==> config.mk <==
export PLATFORM = sky130hd
export DESIGN_NAME = cfs_supervisor
export DESIGN_NICKNAME = d
export VERILOG_FILES = /design/src/cfs_pkg.sv /design/src/cfs_sync2.sv /design/src/cfs_supervisor.sv
export SDC_FILE = /design/constraint.sdc
export NUM_CORES = 1
export LEC_CHECK = 0
export ABC_CLOCK_PERIOD_IN_PS = 7400
export BUFFER_PORTS_ARGS = -buffer_cell sky130_fd_sc_hd__buf_4
export CAP_MARGIN = 25
export CORE_ASPECT_RATIO = 0.5
export CORE_MARGIN = 2
export CORE_UTILIZATION = 65
export CTS_BUF_LIST = sky130_fd_sc_hd__clkbuf_8
export DETAILED_ROUTE_END_ITERATION = 10
export PLACE_DENSITY = 0.92
export SYNTH_ARGS = -nofsm -noshare
export SYNTH_HDL_FRONTEND = slang
export SYNTH_SLANG_ARGS = --single-unit
==> constraint.sdc <==
create_clock -name sys_clk -period 7.4 [get_ports sys_clk]
set_input_delay 1.11 -clock sys_clk [delete_from_list [all_inputs] [get_ports sys_clk]]
set_output_delay 1.11 -clock sys_clk [all_outputs]
set_load 0.01 [all_outputs]
==> src/cfs_pkg.sv <==
// Purpose: Shared constants for the converter fault supervisor
// Assumes: sys_clk at 100 MHz
// Notes:   Times are kept in ns; cycle counts derive from them
package cfs_pkg;
  // ==========================================================
  // Clock and timing
  localparam int CLK_PERIOD_NS  = 10;
  localparam int SYNC_LATE_NS   = 1000;
  localparam int SYNC_LATE_CYC  = (SYNC_LATE_NS + CLK_PERIOD_NS - 1) / CLK_PERIOD_NS;
  localparam int SS_TIME_NS     = 4000000;
  localparam int SS_CYC         = SS_TIME_NS / CLK_PERIOD_NS;
  localparam int SW_PERIOD_NS   = 2000;
  localparam int SW_PERIOD_CYC  = SW_PERIOD_NS / CLK_PERIOD_NS;
  // ==========================================================
  // Fault counting
  localparam int OC_CONSEC      = 3;
  localparam int HICCUP_SS_MULT = 7;
  localparam int OC_CNT_W       = 2;
  localparam int SYNC_CNT_W     = 16;
  localparam int TMR_W          = 24;
  localparam logic [OC_CNT_W-1:0] OC_CNT_RESET = 2'h0;
  // ==========================================================
  // Supervisor states
  typedef enum logic [2:0] {
    CFS_SOFTSTART,
    CFS_RUN,
    CFS_OV_DISCHARGE,
    CFS_HICCUP,
    CFS_OT_HALT,
    CFS_SYNC_LOST
  } cfs_state_t;
endpackage

==> src/cfs_sync2.sv <==
// Purpose: Two-flop synchroniser for a bundle of async pins
// Assumes: Each bit is an independent level
// Notes:   First stage feeds only the second stage
`timescale 1ns/10ps
`default_nettype none
module cfs_sync2 #(
  parameter int WIDTH = 1
) (
  // Clock and reset
  input  wire logic             sys_clk,
  input  wire logic             reset_n,
  // Data
  input  wire logic [WIDTH-1:0] async_in,
  output var  logic [WIDTH-1:0] sync_out
);
  logic [WIDTH-1:0] stage1;

  genvar g;
  generate
    for (g = 0; g < WIDTH; g++) begin : g_bit
      always_ff @(posedge sys_clk or negedge reset_n) begin
        if (!reset_n) begin
          stage1[g]   <= 1'b0;
          sync_out[g] <= 1'b0;
        end else begin
          stage1[g]   <= async_in[g];
          sync_out[g] <= stage1[g];
        end
      end
    end
  endgenerate
endmodule
`default_nettype wire

==> src/cfs_supervisor.sv <==
// Purpose: Cycle-by-cycle current limit, hiccup, OV/UV/OT and sync-loss supervision
// Assumes: Comparator and sync pins are asynchronous; pwm_on_req is on sys_clk
// Notes:   Gate outputs are registered; no dead-time shaping here
`timescale 1ns/10ps
`default_nettype none
// Overview of operation
// - Hold high side off while low-side current high
// - Positive and fixed negative current limits
// - Count every overcurrent cycle
// - Three consecutive overcurrent cycles enter hiccup
// - Hiccup waits seven soft-start periods, then restarts
// - Resume if clear, else hiccup again
// - High-side peak trip ends on time, counts
// - Overvoltage: low-side on, then hiccup
// - Undervoltage after soft-start: both off, hiccup
// - Over-temperature halts until indication releases
// - Late sync falling edge flags lost sync
// - Lost sync pulls share line low
module cfs_supervisor #(
  parameter int SS_CYCLES  = cfs_pkg::SS_CYC,
  parameter int PERIOD_CYC = cfs_pkg::SW_PERIOD_CYC
) (
  // Clock and reset
  input  wire logic sys_clk,
  input  wire logic reset_n,
  // Modulator request
  input  wire logic pwm_on_req,
  // Comparator pins
  input  wire logic ls_overcurrent,
  input  wire logic neg_current_limit,
  input  wire logic hs_peak_trip,
  input  wire logic ov_trip,
  input  wire logic uv_trip,
  input  wire logic shutdown_temperature,
  // External sync
  input  wire logic sync_enable,
  input  wire logic sync_clk_in,
  // Switch drivers
  output var  logic hs_gate,
  output var  logic ls_gate,
  // Shared phase line, open drain
  output var  logic phase_share_line_out,
  output var  logic phase_share_line_oe,
  // Status
  output var  logic soft_start_done,
  output var  logic hiccup_active,
  output var  logic lost_sync_fault
);
  localparam int HICCUP_CYC = cfs_pkg::HICCUP_SS_MULT * SS_CYCLES;
  localparam logic [cfs_pkg::TMR_W-1:0] SS_LAST = cfs_pkg::TMR_W'(SS_CYCLES - 1);
  localparam logic [cfs_pkg::TMR_W-1:0] HIC_LAST = cfs_pkg::TMR_W'(HICCUP_CYC - 1);
  localparam logic [15:0] PER_LAST = 16'(PERIOD_CYC - 1);
  localparam logic [cfs_pkg::SYNC_CNT_W:0] LATE = 17'(cfs_pkg::SYNC_LATE_CYC);
  localparam logic [cfs_pkg::OC_CNT_W-1:0] OC_LAST = cfs_pkg::OC_CNT_W'(cfs_pkg::OC_CONSEC - 1);

  // ==========================================================
  // Pin synchronisation
  logic ls_oc_s, neg_s, hs_trip_s, ov_s, uv_s, ot_s, sync_en_s, sync_s;

  cfs_sync2 #(.WIDTH(8)) u_sync (
    .sys_clk  (sys_clk),
    .reset_n  (reset_n),
    .async_in ({ls_overcurrent, neg_current_limit, hs_peak_trip, ov_trip,
                uv_trip, shutdown_temperature, sync_enable, sync_clk_in}),
    .sync_out ({ls_oc_s, neg_s, hs_trip_s, ov_s, uv_s, ot_s, sync_en_s, sync_s})
  );

  cfs_pkg::cfs_state_t state;
  cfs_pkg::cfs_state_t next_state;
  logic [cfs_pkg::TMR_W-1:0]      timer;
  logic [cfs_pkg::OC_CNT_W-1:0]   oc_cnt;
  logic [15:0]                    div_cnt;
  logic [cfs_pkg::SYNC_CNT_W-1:0] sync_cnt;
  logic [cfs_pkg::SYNC_CNT_W-1:0] prev_period;
  logic                           prev_valid;
  logic                           sync_d;
  logic                           hs_cut;
  logic                           oc_seen;
  logic                           next_hs;
  logic                           next_ls;
  logic                           switching;
  logic                           cycle_start;
  logic                           sync_fall;
  logic                           oc_event;
  logic                           sync_late;
  logic                           oc_trip3;

  // ==========================================================
  // Switching-cycle timing
  assign sync_fall   = sync_d && !sync_s;
  assign cycle_start = sync_en_s ? sync_fall : (div_cnt == PER_LAST);
  assign switching   = (state == cfs_pkg::CFS_SOFTSTART) || (state == cfs_pkg::CFS_RUN);

  always_ff @(posedge sys_clk or negedge reset_n) begin
    if (!reset_n) begin
      div_cnt <= 16'h0000;
    end else if (div_cnt == PER_LAST) begin
      div_cnt <= 16'h0000;
    end else begin
      div_cnt <= div_cnt + 16'h0001;
    end
  end

  // ==========================================================
  // Sync edge spacing check
  assign sync_late = sync_en_s && prev_valid &&
                     ({1'b0, sync_cnt} > ({1'b0, prev_period} + LATE));

  always_ff @(posedge sys_clk or negedge reset_n) begin
    if (!reset_n) begin
      sync_d      <= 1'b0;
      sync_cnt    <= 16'h0000;
      prev_period <= 16'h0000;
      prev_valid  <= 1'b0;
    end else begin
      sync_d <= sync_s;
      if (!sync_en_s) begin
        sync_cnt   <= 16'h0000;
        prev_valid <= 1'b0;
      end else if (sync_fall) begin
        sync_cnt    <= 16'h0001;
        prev_period <= sync_cnt;
        prev_valid  <= (sync_cnt != 16'h0000);
      end else if (sync_cnt != 16'h0000 && sync_cnt != 16'hFFFF) begin
        // Idle at zero until the first edge, so enable time is no period
        sync_cnt <= sync_cnt + 16'h0001;
      end
    end
  end

  always_ff @(posedge sys_clk or negedge reset_n) begin
    if (!reset_n) begin
      lost_sync_fault      <= 1'b0;
      phase_share_line_oe  <= 1'b0;
      phase_share_line_out <= 1'b0;
    end else begin
      if (!sync_en_s) begin
        lost_sync_fault <= 1'b0;
      end else if (sync_late) begin
        lost_sync_fault <= 1'b1;
      end
      phase_share_line_oe  <= lost_sync_fault;
      phase_share_line_out <= 1'b0;
    end
  end

  // ==========================================================
  // Overcurrent detection and counting
  assign oc_event = (hs_trip_s && hs_gate) || (ls_oc_s && !hs_gate);
  assign oc_trip3 = switching && cycle_start && (oc_seen || oc_event) && (oc_cnt == OC_LAST);

  always_ff @(posedge sys_clk or negedge reset_n) begin
    if (!reset_n) begin
      oc_seen <= 1'b0;
      hs_cut  <= 1'b0;
    end else begin
      oc_seen <= oc_event || (oc_seen && !cycle_start);
      hs_cut  <= (hs_trip_s && hs_gate) || (hs_cut && !cycle_start);
    end
  end

  always_ff @(posedge sys_clk or negedge reset_n) begin
    if (!reset_n) begin
      oc_cnt <= cfs_pkg::OC_CNT_RESET;
    end else if (!switching || oc_trip3) begin
      oc_cnt <= cfs_pkg::OC_CNT_RESET;
    end else if (cycle_start) begin
      if (oc_seen || oc_event) begin
        oc_cnt <= oc_cnt + 2'h1;
      end else begin
        oc_cnt <= cfs_pkg::OC_CNT_RESET;
      end
    end
  end

  // ==========================================================
  // Supervisor state machine, highest fault first
  always_comb begin
    next_state = state;
    if (lost_sync_fault) begin
      next_state = cfs_pkg::CFS_SYNC_LOST;
    end else if (ot_s) begin
      next_state = cfs_pkg::CFS_OT_HALT;
    end else begin
      unique case (state)
        cfs_pkg::CFS_SOFTSTART: begin
          if (ov_s) begin
            next_state = cfs_pkg::CFS_OV_DISCHARGE;
          end else if (oc_trip3) begin
            next_state = cfs_pkg::CFS_HICCUP;
          end else if (timer == SS_LAST) begin
            next_state = cfs_pkg::CFS_RUN;
          end
        end
        cfs_pkg::CFS_RUN: begin
          if (ov_s) begin
            next_state = cfs_pkg::CFS_OV_DISCHARGE;
          end else if (uv_s || oc_trip3) begin
            next_state = cfs_pkg::CFS_HICCUP;
          end
        end
        cfs_pkg::CFS_OV_DISCHARGE: begin
          if (!ov_s) begin
            next_state = cfs_pkg::CFS_HICCUP;
          end
        end
        cfs_pkg::CFS_HICCUP: begin
          if (timer == HIC_LAST) begin
            next_state = cfs_pkg::CFS_SOFTSTART;
          end
        end
        cfs_pkg::CFS_OT_HALT: begin
          next_state = cfs_pkg::CFS_SOFTSTART;
        end
        cfs_pkg::CFS_SYNC_LOST: begin
          next_state = cfs_pkg::CFS_SOFTSTART;
        end
        default: begin
          next_state = cfs_pkg::CFS_HICCUP;
        end
      endcase
    end
  end

  always_ff @(posedge sys_clk or negedge reset_n) begin
    if (!reset_n) begin
      state <= cfs_pkg::CFS_SOFTSTART;
      timer <= '0;
    end else begin
      state <= next_state;
      if (next_state != state) begin
        timer <= '0;
      end else if (timer != '1) begin
        timer <= timer + 24'h000001;
      end
    end
  end

  // ==========================================================
  // Gate drive
  always_comb begin
    next_hs = 1'b0;
    next_ls = 1'b0;
    if (state == cfs_pkg::CFS_OV_DISCHARGE) begin
      next_ls = 1'b1;
    end else if (switching && next_state == state) begin
      next_hs = pwm_on_req && !hs_cut && !(hs_trip_s && hs_gate)
                && !(!hs_gate && ls_oc_s);
      next_ls = !next_hs && !neg_s;
    end
  end

  always_ff @(posedge sys_clk or negedge reset_n) begin
    if (!reset_n) begin
      hs_gate         <= 1'b0;
      ls_gate         <= 1'b0;
      soft_start_done <= 1'b0;
      hiccup_active   <= 1'b0;
    end else begin
      hs_gate         <= next_hs;
      ls_gate         <= next_ls;
      soft_start_done <= (state == cfs_pkg::CFS_RUN);
      hiccup_active   <= (state == cfs_pkg::CFS_HICCUP);
    end
  end
endmodule
`default_nettype wire

==> impl_results.md, run 1 <==
* Max-slew violation total from the final report at 0
* Library cell used as clock root buffer: clkbuf_8
* # hold bufs at CTS at 0
* Async S/R FF share, synth at 1.000
* Layout net count at 621
* Signed area change from the synthesized netlist to the final layout at 6.629%
* Biggest area contributors in the synthesized netlist: dfrtp_1 (46%), nand2_1 (5.6%), ha_1 (5.0%)
* Fraction of the cycle the final worst path needs at 0.3707
* Final design area excluding fillers at 5917 sq um
* Worst clock skew at 0.01030 ns
* Maximum vdd drop at 0.0001139 V
* Post-synthesis cell type with the largest combined area: dfrtp_1
* Clock tree from TritonCTS: yes
* Proportion of layout cells with a drive suffix above 1 at 0.1132
* FP Rows at 23
* Starting density of the core at 0.6814
* Clock net sink count at 103
* Routability congestion estimate from global placement at 0.9668
* Synth Net Count at 612
* Core footprint at 8144 sq um
* Count of non-filler cells in the finished layout at 704
* Yosys cell types at 57
* Portion of synthesized cell area occupied by the leading cell type at 0.4645
* Gr ovfl total at 0
* LEAKAGE at 2.525 nW
* Synthesized flop and latch total at 103
* Number of antenna violations at the first check in global routing at 0
* Post-synth EDFFs at 0
* Setup repair bufs after CTS at 0
* Headroom to the max-slew limit at 0.4743
* Maximum frequency from static timing analysis at 364.5 MHz
* Sum of routed wire length over all layers at 11600 um
* Endpoint arrival time on the critical path at 3.03 ns
* Crit path time final at 2.743 ns
* Horizontal die dimension at 134.7 um
* Antenna Diode Count at 0
* DP Cell Count at 689
* Number of global-route vias before repair at 4286
* Pin count of the biggest net entering global routing at 63
* Tightest Hold Check Type: flop to flop
* Cell area reported after detailed placement at 5709 sq um
* Antenna-violating nets left at 0
* Die outline area at 9337 sq um
* Synthesized area divided by synthesized cell count at 9.584 sq um
* Number of warnings printed during yosys synthesis at 0
* Final Hold Violating Endpoints at 0
* Crit path setup slack, layout at 4.657 ns
* Total via count after detailed routing at 4301
* Initial drt markers at 364
* GRT Total Usage at 0.2713
* Count of mapped cells out of synthesis at 579
* Post-DP HPWL at 7806 um
* Required time at the endpoint of the critical path at 7.69 ns
* Portion of the post-synthesis area used by sequential elements at 0.4645
* Detailed Routing Iterations Pass 1 at 5
* Io pins at 18
* Wire length of the first global-routing pass at 20110 um
* Cell types with the highest counts after synthesis: dfrtp_1 (103), nand2_1 (83), nor2_1 (38)
* Measured slew at the worst slew-check pin at 0.7886 ns
* Die height at 69.34 um
* Crit Path Class: flop to flop
* Via-to-Cell Ratio at 6.109
* H-tree levels at 3
* Post-synthesis instance area at 5549 sq um
* Post-CTS clock slew at the launch and capture registers of the worst setup and hold paths at 0.10 ns
* Worst setup SP type: flop
* Kind of end point of the critical path: flop
* Result of the run: completed
* Number of gates resized after CTS at 0
* CTS buffer count at 9
* Power Density at 177.1 nW/um^2
* Post-detailed-route wirelength per cell at 16.47 um
* Setup violations, final at 0
* Place WS at 4.698 ns
* Dominant synthesized flop cell: dfrtp_1
* Worst Path Max Fanout at 4
* Setup TNS after final layout at 0 ns
* Maximum buffer depth of the clock tree at 2
* Most numerous cell in the Yosys netlist: dfrtp_1
* DRC at 0
* RSZ-0062 raised after global routing: false
* Max cap viols at 0
* Clock latency at the later pin of the worst-skew pair at 0.38 ns
* Port Buf Inserts at 16
[power by group]
group          switching [mW]  leakage (nW)  internal [mW]
Clock                   0.182         0.110          0.182
Sequential             0.0127          1.37          0.577
Combinational          0.0627          1.04         0.0315
[flip-flops by register name, indices dropped and copies added, names as in the netlist, 2 cells and up]
register	count
u_sync.sync_out	8
div_cnt	16
oc_cnt	2
u_sync.stage1	8
sync_cnt	16
timer	24
state	3
prev_period	16
[through the flow]
stage	hold WS, ns	total power [mW]	utilization
2_1_floorplan	0.3312	0.6615	-
3_3_place_gp	0.3339	0.6886	0.7010
3_5_place_dp	0.3371	0.6936	0.7010
4_1_cts	0.3577	1.053	0.7265
5_1_grt	0.3656	1.092	0.7265
6_report	0.3527	1.048	0.7265
[worst max-delay path, cell delays in order, from the launching register on]
cell	delay, ns
dfrtp_1	0.42
ha_1	0.21
a21oi_1	0.10
nor2b_1	0.18
nor3_1	0.40
nand3_1	0.15
xor2_1	0.16
ha_1	0.29
o21a_1	0.12
o21ai_0	0.10
nor3_1	0.17
o211ai_1	0.11
a311oi_1	0.25
[per-layer routing]
layer | GRT usage | wire length [um] | vias to the layer above
met4 | 0.09708 | 248 | 0
met2 | 0.4416 | 5500 | 108
met1 | 0.3607 | 5330 | 2092
met3 | 0.06067 | 518 | 27
li1 | - | - | 2074
met5 | 0 | 0 | -
[path summary, 6_finish.rpt]
kind                       slack (ns)                        from  cells after the start                      endpoint
max in group asynchronous        5.49                     reset_n                      2         timer[11]$_DFFE_PN0P_
min in group asynchronous        0.71                     reset_n                      1       sync_cnt[1]$_DFFE_PN0P_
max                              4.66  prev_period[2]$_DFFE_PN0P_                     12   lost_sync_fault$_DFFE_PN0P_
min reg2reg                      0.35  u_sync.stage1[0]$_DFF_PN0_                      0  u_sync.sync_out[0]$_DFF_PN0_
max reg2reg                      4.66  prev_period[2]$_DFFE_PN0P_                     12   lost_sync_fault$_DFFE_PN0P_
min                              0.35  u_sync.stage1[0]$_DFF_PN0_                      0  u_sync.sync_out[0]$_DFF_PN0_
[final cells by class]
| class | instances | area (sq um) |
|---|---|---|
| Multi-Input combinational cell | 435 | 2770 |
| Inverter | 19 | 71.32 |
| Fill cell | 605 | 2227 |
| Clock inverter | 3 | 42.54 |
| Timing Repair Buffer | 20 | 150.1 |
| Tap cell | 112 | 140.1 |
| Clock buffer | 12 | 165.2 |
| Sequential cell | 103 | 2577 |
[cells by family (layout without fill, tap and decap cells)]
logic type / count (synthesis) / in the layout / synth area share
muxes: 3 / 3 / 0.005862
buffers and inverters: 41 / 54 / 0.03630
adders and majority gates: 22 / 22 / 0.04960
xor gates and xnor gates: 52 / 52 / 0.08207
DFF: 103 / 103 / 0.4645
and+or+nand+nor: 263 / 263 / 0.2419
other: 1 / 1 / 0.0006758
AOI/OAI and AO/OA: 94 / 94 / 0.1191
[placed cells by master (no fill, tap or decap), types with 20 or more instances in the layout]
master | Yosys | layout
nand3_1 | 31 | 31
dfrtp_1 | 103 | 103
nor3_1 | 21 | 21
ha_1 | 22 | 22
nand2_1 | 83 | 83
a21oi_2 | 21 | 21
inv_1 | 19 | 20
xor2_1 | 24 | 24
nand4_1 | 21 | 21
nor2_1 | 38 | 38
xnor2_1 | 28 | 28
buf_4 | 1 | 20
o21ai_0 | 21 | 21
Note: power is estimated with default switching activity, not from simulation.
==> run 2: changes to the inputs <==
--- a/config.mk
+++ b/config.mk
@@ -5,15 +5,16 @@
 export SDC_FILE = /design/constraint.sdc
 export NUM_CORES = 1
 export LEC_CHECK = 0
-export ABC_CLOCK_PERIOD_IN_PS = 7400
+export ABC_AREA = 1
+export ABC_CLOCK_PERIOD_IN_PS = 2400
 export BUFFER_PORTS_ARGS = -buffer_cell sky130_fd_sc_hd__buf_4
 export CAP_MARGIN = 25
 export CORE_ASPECT_RATIO = 0.5
 export CORE_MARGIN = 2
-export CORE_UTILIZATION = 65
+export CORE_UTILIZATION = 58
 export CTS_BUF_LIST = sky130_fd_sc_hd__clkbuf_8
 export DETAILED_ROUTE_END_ITERATION = 10
-export PLACE_DENSITY = 0.92
+export PLACE_DENSITY = 0.87
 export SYNTH_ARGS = -nofsm -noshare
 export SYNTH_HDL_FRONTEND = slang
 export SYNTH_SLANG_ARGS = --single-unit
==> constraint.sdc (replaced) <==
create_clock -name sys_clk -period 2.4 [get_ports sys_clk]
set_input_delay 0.36 -clock sys_clk [delete_from_list [all_inputs] [get_ports sys_clk]]
set_output_delay 0.36 -clock sys_clk [all_outputs]
set_load 0.01 [all_outputs]
==> run 2 against run 1 <==
  * Largest cell class unchanged
  * The run now ends with setup timing left
  * Maximum frequency up 4.8%
  * Critical path depth rose by 3
  * Wire length rose by 6.9%
  * Highest routed layer unchanged
  * Sequential cell count stayed put
  * Combinational power rose to 5.7 times the previous value
==> impl_results.md, run 2 <==
* Worst clock skew at 0.008038 ns (was 0.01030 ns)
* Post-synthesis cell type with the largest combined area: dfrtp_1 (unchanged)
* Mux cell area share after synthesis at 0.003477 (was 0.005862)
* Switching portion of total power at 0.2893 (was 0.2457)
* Final Hold Violating Endpoints at 0 (unchanged)
* LEAKAGE at 3.114 nW (was 2.525 nW)
* Number of filler cells placed in the layout at 728 (was 605)
* Place WS at -0.1830 ns (was 4.698 ns)
* Crit path setup slack, layout at -0.2175 ns (was 4.657 ns)
* Dominant synthesized flop cell: dfrtp_1 (unchanged)
* Signed area change from the synthesized netlist to the final layout at 13.52% (was 6.629%)
* Int Pwr at 2.512 mW (was 0.7905 mW)
* Crit path time final at 2.617 ns (was 2.743 ns)
* Measured slew at the worst slew-check pin at 0.6746 ns (was 0.7886 ns)
* Largest register FFs at 24 (unchanged)
* Tightest Hold Check Type: input pin to flop (was flop to flop)
* Portion of synthesized cell area occupied by the leading cell type at 0.4476 (was 0.4645)
* Worst Path Max Fanout at 3 (was 4)
* Io pins at 18 (unchanged)
* Post-Synth XOR/XNOR Area at 0.05020 (was 0.08207)
* Antenna-violating nets left at 0 (unchanged)
* Core footprint at 9540 sq um (was 8144 sq um)
* Clock tree from TritonCTS: yes (unchanged)
* Post-CTS clock slew at the launch and capture registers of the worst setup and hold paths at 0.10 ns (about the same)
* H-tree levels at 3 (unchanged)
* Kind of end point of the critical path: flop (unchanged)
* Portion of the post-synthesis area used by sequential elements at 0.4476 (was 0.4645)
* Reg-to-Reg End: lost_sync_fault$_DFFE_PN0P_ (unchanged)
* Antenna Diode Count at 0 (unchanged)
* Combinational family with the most area after synthesis: simple AND/OR/NAND/NOR gates (unchanged)
* Async S/R FF share, synth at 1.000 (unchanged)
* Setup violations, final at 1 (was 0)
* Count of buffer and inverter cells on the critical path at 2 (was 0)
* Total via count after detailed routing at 4770 (was 4301)
* Largest register by flop count: timer (unchanged)
* Maximum buffer depth of the clock tree at 2 (unchanged)
* Required time at the endpoint of the critical path at 2.72 ns (was 7.69 ns)
* Final Core Density at 0.6851 (was 0.7265)
* Wire length of the first global-routing pass at 20660 um (was 20110 um)
* Result of the run: complete, but fails checks (was completed)
* Cell types with the highest counts after synthesis: nand2_1 (148), dfrtp_1 (103), inv_1 (96) (was dfrtp_1 (103), nand2_1 (83), nor2_1 (38))
* Final design area excluding fillers at 6536 sq um (was 5917 sq um)
* Starting density of the core at 0.6035 (was 0.6814)
* Reg-to-reg startpoint: prev_period[3]$_DFFE_PN0P_ (was prev_period[2]$_DFFE_PN0P_)
* Number of warnings printed during yosys synthesis at 0 (unchanged)
* Biggest area contributors in the synthesized netlist: dfrtp_1 (45%), nand2_1 (9.6%), inv_1 (6.3%) (was dfrtp_1 (46%), nand2_1 (5.6%), ha_1 (5.0%))
* Max-slew violation total from the final report at 0 (unchanged)
* Share of power burned in the clock network at 0.323 (was 0.347)
* Hold path startpoint: ls_overcurrent (was u_sync.stage1[0]$_DFF_PN0_)
* Yosys cell types at 44 (was 57)
* Clock net sink count at 103 (unchanged)
* Crit Path Class: flop to flop (unchanged)
* Die outline area at 10790 sq um (was 9337 sq um)
* Commonest non-fill, non-tap cell in the layout: nand2_1 (was dfrtp_1)
* Port Buf Inserts at 16 (unchanged)
* Via-to-Cell Ratio at 5.366 (was 6.109)
* Synth Net Count at 732 (was 612)
* Hold EP: u_sync.stage1[7]$_DFF_PN0_ (was u_sync.sync_out[0]$_DFF_PN0_)
* Endpoint arrival time on the critical path at 2.94 ns (was 3.03 ns)
* R2R cell count at 15 (was 12)
* Simple-gate area share of the yosys netlist at 0.2975 (was 0.2419)
* Detailed Routing Iterations Pass 1 at 5 (unchanged)
* Post-synthesis instance area at 5758 sq um (was 5549 sq um)
* DRC at 0 (unchanged)
* Post-synth EDFFs at 0 (unchanged)
* Cell area reported after detailed placement at 6152 sq um (was 5709 sq um)
* Share of the synthesized area in compound gates (AO/OA/AOI/OAI) at 0.07084 (was 0.1191)
* Total net switching power at 1.022 mW (was 0.2575 mW)
* Worst Hold Depth at 1 (was 0)
* Violated checks: setup timing
* CTS buffer count at 9 (unchanged)
* Max cap viols at 0 (unchanged)
* Proportion of layout cells with a drive suffix above 1 at 0.1698 (was 0.1132)
* Post-DP HPWL at 8799 um (was 7806 um)
* Fraction of the cycle the final worst path needs at 1.091 (was 0.3707)
* Clock latency at the later pin of the worst-skew pair at 0.38 ns (about the same)
* Combined flip-flop and latch cell area at 2577 sq um (unchanged)
* Headroom to the max-slew limit at 0.5461 (was 0.4743)
* Gr ovfl total at 0 (unchanged)
* Count of mapped cells out of synthesis at 699 (was 579)
* Delay contributed by the slowest stage of the critical path at 0.41 ns (was 0.42 ns)
* Gate power share at 0.151 (was 0.090)
* Synthesized area divided by synthesized cell count at 8.238 sq um (was 9.584 sq um)
* Commonest cells after routing, fill and taps aside: nand2_1 (146), dfrtp_1 (103), inv_1 (96) (was dfrtp_1 (103), nand2_1 (83), nor2_1 (38))
* Cell breakdown of the critical path: buf_4 > nand3_2 > nand3_2 > nand3_1 > nand3b_1 > nand3b_1 > buf_4 > xor2_1 > ha_1 > nand4_1 > nor2_2 > nand2_1 > o211ai_1 > nand4_1 > o21ai_1 (was ha_1 > a21oi_1 > nor2b_1 > nor3_1 > nand3_1 > xor2_1 > ha_1 > o21a_1 > o21ai_0 > nor3_1 > o211ai_1 > a311oi_1)
* Number of antenna violations at the first check in global routing at 0 (unchanged)
* Synthesized flop and latch total at 103 (unchanged)
* Initial drt markers at 352 (was 364)
* Horizontal die dimension at 144.9 um (was 134.7 um)
* Post-detailed-route wirelength per cell at 13.94 um (was 16.47 um)
* Number of global-route vias before repair at 4648 (was 4286)
* Post-synthesis adder-cell area fraction at 0.04781 (was 0.04961)
* Power share of the sequential group at 0.526 (was 0.563)
* Library cell contributing the largest single delay on the critical path: dfrtp_1 (unchanged)
* RSZ-0062 raised after global routing: true (was false)
* Sum of routed wire length over all layers at 12400 um (was 11600 um)
* Total power draw at 3.534 mW (was 1.048 mW)
* Kind of cell adding the most delay to the critical path: simple AND/OR/NAND/NOR gates (unchanged)
* Area of the multi-input gates at 2788 sq um (was 2770 sq um)
* Routability congestion estimate from global placement at 0.8924 (was 0.9668)
* Die height at 74.46 um (was 69.34 um)
* Pin count of the biggest net entering global routing at 50 (was 63)
* Power Density at 540.7 nW/um^2 (was 177.1 nW/um^2)
* Maximum vdd drop at 0.0003557 V (was 0.0001139 V)
* GRT Total Usage at 0.2408 (was 0.2713)
* Library cell used as clock root buffer: clkbuf_8 (unchanged)
* Worst-case register-to-register setup slack at -0.22 ns (was 4.66 ns)
* Layout net count at 782 (was 621)
* FP Rows at 25 (was 23)
* Maximum frequency from static timing analysis at 382.0 MHz (was 364.5 MHz)
* Worst setup SP type: flop (unchanged)
* Final worst hold slack at 0.07726 ns (was 0.3527 ns)
* Most numerous cell in the Yosys netlist: nand2_1 (was dfrtp_1)
==> run 2: cell types whose count changed in the layout (fill, tap and decap cells not counted), sizes merged, moves of 6 or more <==
cell	previous run	this run
nor2	38	107
buf	20	48
nand4	21	29
and3	13	1
xnor2	28	5
o21ai	26	32
a21oi	33	20
nor2b	6	0
nor4	15	8
nand2	83	151
inv	20	105
or3	8	0
==> run 2: worst max path at each step <==
stage | start | end | slack [ns] | cells past startpoint
after global placement | prev_period[2]$_DFFE_PN0P_ | lost_sync_fault$_DFFE_PN0P_ | -0.06 | 16
after detailed placement | prev_period[2]$_DFFE_PN0P_ | lost_sync_fault$_DFFE_PN0P_ | -0.18 | 16
after floorplan | prev_period[2]$_DFFE_PN0P_ | lost_sync_fault$_DFFE_PN0P_ | 0.02 | 16
after CTS | prev_period[3]$_DFFE_PN0P_ | lost_sync_fault$_DFFE_PN0P_ | -0.09 | 16
final | prev_period[3]$_DFFE_PN0P_ | lost_sync_fault$_DFFE_PN0P_ | -0.22 | 15
after global routing | prev_period[3]$_DFFE_PN0P_ | lost_sync_fault$_DFFE_PN0P_ | -0.38 | 15
==> run 2: logic make-up after synthesis <==
group / Yosys count
AND/OR/NAND/NOR: 356
buffers and inverters: 113
flip-flops: 103
AO/OA/AOI/OAI: 69
XOR/XNOR: 33
adder cells (fa/ha/maj): 22
multiplexers: 2
other: 1
==> run 2: repair_timing <==
action,CTS,global route
buffers inserted,2,10
setup endpoints to repair,1,26
hold endpoints to repair,26,0
hold buffers,1,0
pin swaps,5,15
gates resized for setup,9,12
==> run 2: area by class of cell <==
cell class / instances / area share
Sequential cell: 103 / 0.3943
Timing Repair Buffer: 49 / 0.06240
Clock buffer: 10 / 0.02106
Multi-Input combinational cell: 483 / 0.4265
Tap cell: 135 / 0.02584
Clock inverter: 6 / 0.01034
Inverter: 103 / 0.05953
==> run 2: power by group through the flow <==
stage	clock network [mW]	registers, mW	logic, mW
5_1_grt	1.24	1.87	0.601
4_1_cts	1.16	1.86	0.521
3_5_place_dp	0	1.89	0.510
2_1_floorplan	0	1.87	0.337
3_3_place_gp	0	1.89	0.487
6_report	1.14	1.86	0.535
==> run 2: metrics by stage <==
step / setup TNS, ns / instances
after global placement: -0.05883 / 860
final: -0.2175 / 889
after detailed placement: -0.1830 / 860
after CTS: -0.09137 / 879
after global routing: -0.4109 / 889
after floorplan: 0 / 699
==> run 2: metal layers <==
metal | track usage | vias to the layer above | wire length, um | part of all wire
met5 | 0 | - | 0 | 0
met4 | 0.1023 | 0 | 308 | 0.025
met3 | 0.04356 | 30 | 465 | 0.038
met2 | 0.4333 | 117 | 6036 | 0.49
met1 | 0.2966 | 2275 | 5584 | 0.45
li1 | - | 2348 | - | -
==> run 3: changes to the inputs <==
--- a/config.mk
+++ b/config.mk
@@ -15,6 +15,8 @@
 export CTS_BUF_LIST = sky130_fd_sc_hd__clkbuf_8
 export DETAILED_ROUTE_END_ITERATION = 10
 export PLACE_DENSITY = 0.87
+export RECOVER_POWER = 50
+export SLEW_MARGIN = 20
 export SYNTH_ARGS = -nofsm -noshare
 export SYNTH_HDL_FRONTEND = slang
 export SYNTH_SLANG_ARGS = --single-unit
==> run 3 against run 2 <==
  * Sequential cell count unchanged
  * The flow still finishes with violations (setup timing)
  * Largest cell class unchanged
  * Largest power group unchanged
  * Critical path type unchanged
  * Register-to-register slack about the same
  * Clock-buffer cell count unchanged
  * Total power down 0.24%
==> impl_results.md, run 3 (synthesized netlist as in run 2, its figures left out) <==
* Worst setup path endpoint: lost_sync_fault$_DFFE_PN0P_ (unchanged)
* Detailed Routing Iterations Pass 1 at 5 (unchanged)
* Start point of the critical path: prev_period[3]$_DFFE_PN0P_ (unchanged)
* Clock latency at the later pin of the worst-skew pair at 0.38 ns (about the same)
* Proportion of layout cells with a drive suffix above 1 at 0.1631 (was 0.1698)
* Global-route track usage on met3 at 0.04356 (unchanged)
* Initial drt markers at 383 (was 352)
* Final Hold Violating Endpoints at 0 (unchanged)
* Io pins at 18 (unchanged)
* Power Density at 541.1 nW/um^2 (was 540.7 nW/um^2)
* LEAKAGE at 3.103 nW (was 3.114 nW)
* Gr ovfl total at 0 (unchanged)
* Total via count after detailed routing at 4734 (was 4770)
* Kind of end point of the critical path: flop (unchanged)
* Crit path setup slack, layout at -0.2130 ns (was -0.2175 ns)
* Library cell used as clock root buffer: clkbuf_8 (unchanged)
* Antenna-violating nets left at 0 (unchanged)
* Max-slew violation total from the final report at 0 (unchanged)
* Commonest non-fill, non-tap cell in the layout: nand2_1 (unchanged)
* Die outline area at 10790 sq um (unchanged)
* Post-CTS clock slew at the launch and capture registers of the worst setup and hold paths at 0.10 ns (about the same)
* Delay contributed by the slowest stage of the critical path at 0.41 ns (about the same)
* Tightest Hold Check Type: input pin to flop (unchanged)
* Count of buffer and inverter cells on the critical path at 2 (unchanged)
* Post-detailed-route wirelength per cell at 13.87 um (was 13.94 um)
* Horizontal die dimension at 144.9 um (unchanged)
* Setup TNS after final layout at -0.2130 ns (was -0.2175 ns)
* Worst clock skew at 0.007587 ns (was 0.008038 ns)
* Pin count of the biggest net entering global routing at 50 (unchanged)
* Reg-to-reg startpoint: prev_period[3]$_DFFE_PN0P_ (unchanged)
* Measured slew at the worst slew-check pin at 1.469 ns (was 0.6746 ns)
* Routability congestion estimate from global placement at 0.8924 (unchanged)
* Largest register FFs at 24 (unchanged)
* Maximum frequency from static timing analysis at 382.7 MHz (was 382.0 MHz)
* Total number of cells along the worst setup path at 15 (unchanged)
* Clock net sink count at 103 (unchanged)
* Maximum buffer depth of the clock tree at 2 (unchanged)
* Core footprint at 9540 sq um (unchanged)
* RSZ-0062 raised after global routing: true (unchanged)
* Port Buf Inserts at 16 (unchanged)
* Max cap viols at 0 (unchanged)
* Cell breakdown of the critical path: buf_4 > nand3_2 > nand3_2 > nand3_1 > nand3b_1 > nand3b_1 > buf_4 > xor2_1 > ha_1 > nand4_1 > nor2_2 > nand2_1 > o211ai_1 > nand4_1 > o21ai_1 (unchanged)
* Violated checks: setup timing (unchanged)
* Layout net count at 782 (unchanged)
* Endpoint arrival time on the critical path at 2.93 ns (was 2.94 ns)
* Library cell contributing the largest single delay on the critical path: dfrtp_1 (unchanged)
* Setup violations, final at 1 (unchanged)
* Kind of cell adding the most delay to the critical path: simple AND/OR/NAND/NOR gates (unchanged)
* Global-route met2 utilization at 0.4333 (unchanged)
* Combined flip-flop and latch cell area at 2577 sq um (unchanged)
* Starting density of the core at 0.6035 (unchanged)
* CTS buffer count at 9 (unchanged)
* Crit path time final at 2.613 ns (was 2.617 ns)
* FP Rows at 25 (unchanged)
* Antenna Diode Count at 0 (unchanged)
* Place WS at -0.1830 ns (unchanged)
* Number of global-route vias before repair at 4648 (unchanged)
* Clock tree from TritonCTS: yes (unchanged)
* Grt peak-use layer: met2 (unchanged)
* Global-route met1 utilization at 0.2966 (unchanged)
* Reg-to-Reg End: lost_sync_fault$_DFFE_PN0P_ (unchanged)
* Wire length of the first global-routing pass at 20660 um (unchanged)
* Sum of routed wire length over all layers at 12330 um (was 12400 um)
* Headroom to the max-slew limit at 0.02098 (was 0.5461)
* Total power draw at 3.526 mW (was 3.534 mW)
* Signed area change from the synthesized netlist to the final layout at 13.15% (was 13.52%)
* Crit Path Class: flop to flop (unchanged)
* Post-DP HPWL at 8799 um (unchanged)
* Maximum vdd drop at 0.0003550 V (was 0.0003557 V)
* H-tree levels at 3 (unchanged)
* Number of filler cells placed in the layout at 733 (was 728)
* Final Core Density at 0.6829 (was 0.6851)
* Commonest cells after routing, fill and taps aside: nand2_1 (146), dfrtp_1 (103), inv_1 (97) (was nand2_1 (146), dfrtp_1 (103), inv_1 (96))
* Number of antenna violations at the first check in global routing at 0 (unchanged)
* R2R cell count at 15 (unchanged)
* Die height at 74.46 um (unchanged)
* Fraction of the cycle the final worst path needs at 1.089 (was 1.091)
* Largest register by flop count: timer (unchanged)
* DRC at 0 (unchanged)
* GRT Total Usage at 0.2408 (unchanged)
* Worst setup SP type: flop (unchanged)
* Worst-case register-to-register setup slack at -0.21 ns (was -0.22 ns)
* Area of the multi-input gates at 2783 sq um (was 2788 sq um)
* Result of the run: complete, but fails checks (unchanged)
* Worst Path Max Fanout at 3 (unchanged)
* Required time at the endpoint of the critical path at 2.72 ns (about the same)
* Via-to-Cell Ratio at 5.325 (was 5.366)
-- run 3: routing by layer --
metal	wire length, um	vias up
li1	-	2349
met1	5369	2241
met2	6054	112
met3	600	32
met4	308	0
met5	0	-
-- run 3: worst min-delay path by stage --
stage | from | endpoint | slack (ns) | cells after the start
after CTS | hs_peak_trip | u_sync.stage1[5]$_DFF_PN0_ | 0.07 | 1
after global routing | shutdown_temperature | u_sync.stage1[2]$_DFF_PN0_ | 0.08 | 1
final | ls_overcurrent | u_sync.stage1[7]$_DFF_PN0_ | 0.1 | 1
after floorplan | reset_n | div_cnt[0]$_DFF_PN0_ | 0.06 | 0
after detailed placement | reset_n | hiccup_active$_DFF_PN0_ | 0.30 | 1
after global placement | reset_n | timer[15]$_DFFE_PN0P_ | 0.30 | 1
-- run 3: cell type report --
type / count / share of cell area
multi-input combinational: 483 / 0.4271
clock inverter: 6 / 0.01037
timing repair buffer: 49 / 0.06011
tap: 135 / 0.02593
clock buffer: 10 / 0.02113
sequential: 103 / 0.3956
inverter: 103 / 0.05973
-- run 3: through the flow --
stage	cell area [sq um]	instances	hold WS, ns
2_1_floorplan	5758	699	0.06441
3_3_place_gp	6152	860	0.3034
3_5_place_dp	6152	860	0.3031
4_1_cts	6416	879	0.07044
5_1_grt	6515	889	0.08338
6_report	6515	889	0.09885
-- run 3: power breakdown --
group	total, mW	leakage [nW]	switching, mW	internal, mW
Sequential	1.86	1.37	0.0561	1.80
Combinational	0.530	1.63	0.338	0.191
Clock	1.14	0.0993	0.623	0.516
-- run 3: timing repair --
action,CTS,global route
pin swaps,5,15
hold buffers,1,0
buffers inserted,2,10
resized for setup,9,12
endpoints found under the hold margin,26,0
setup endpoints to repair,1,26
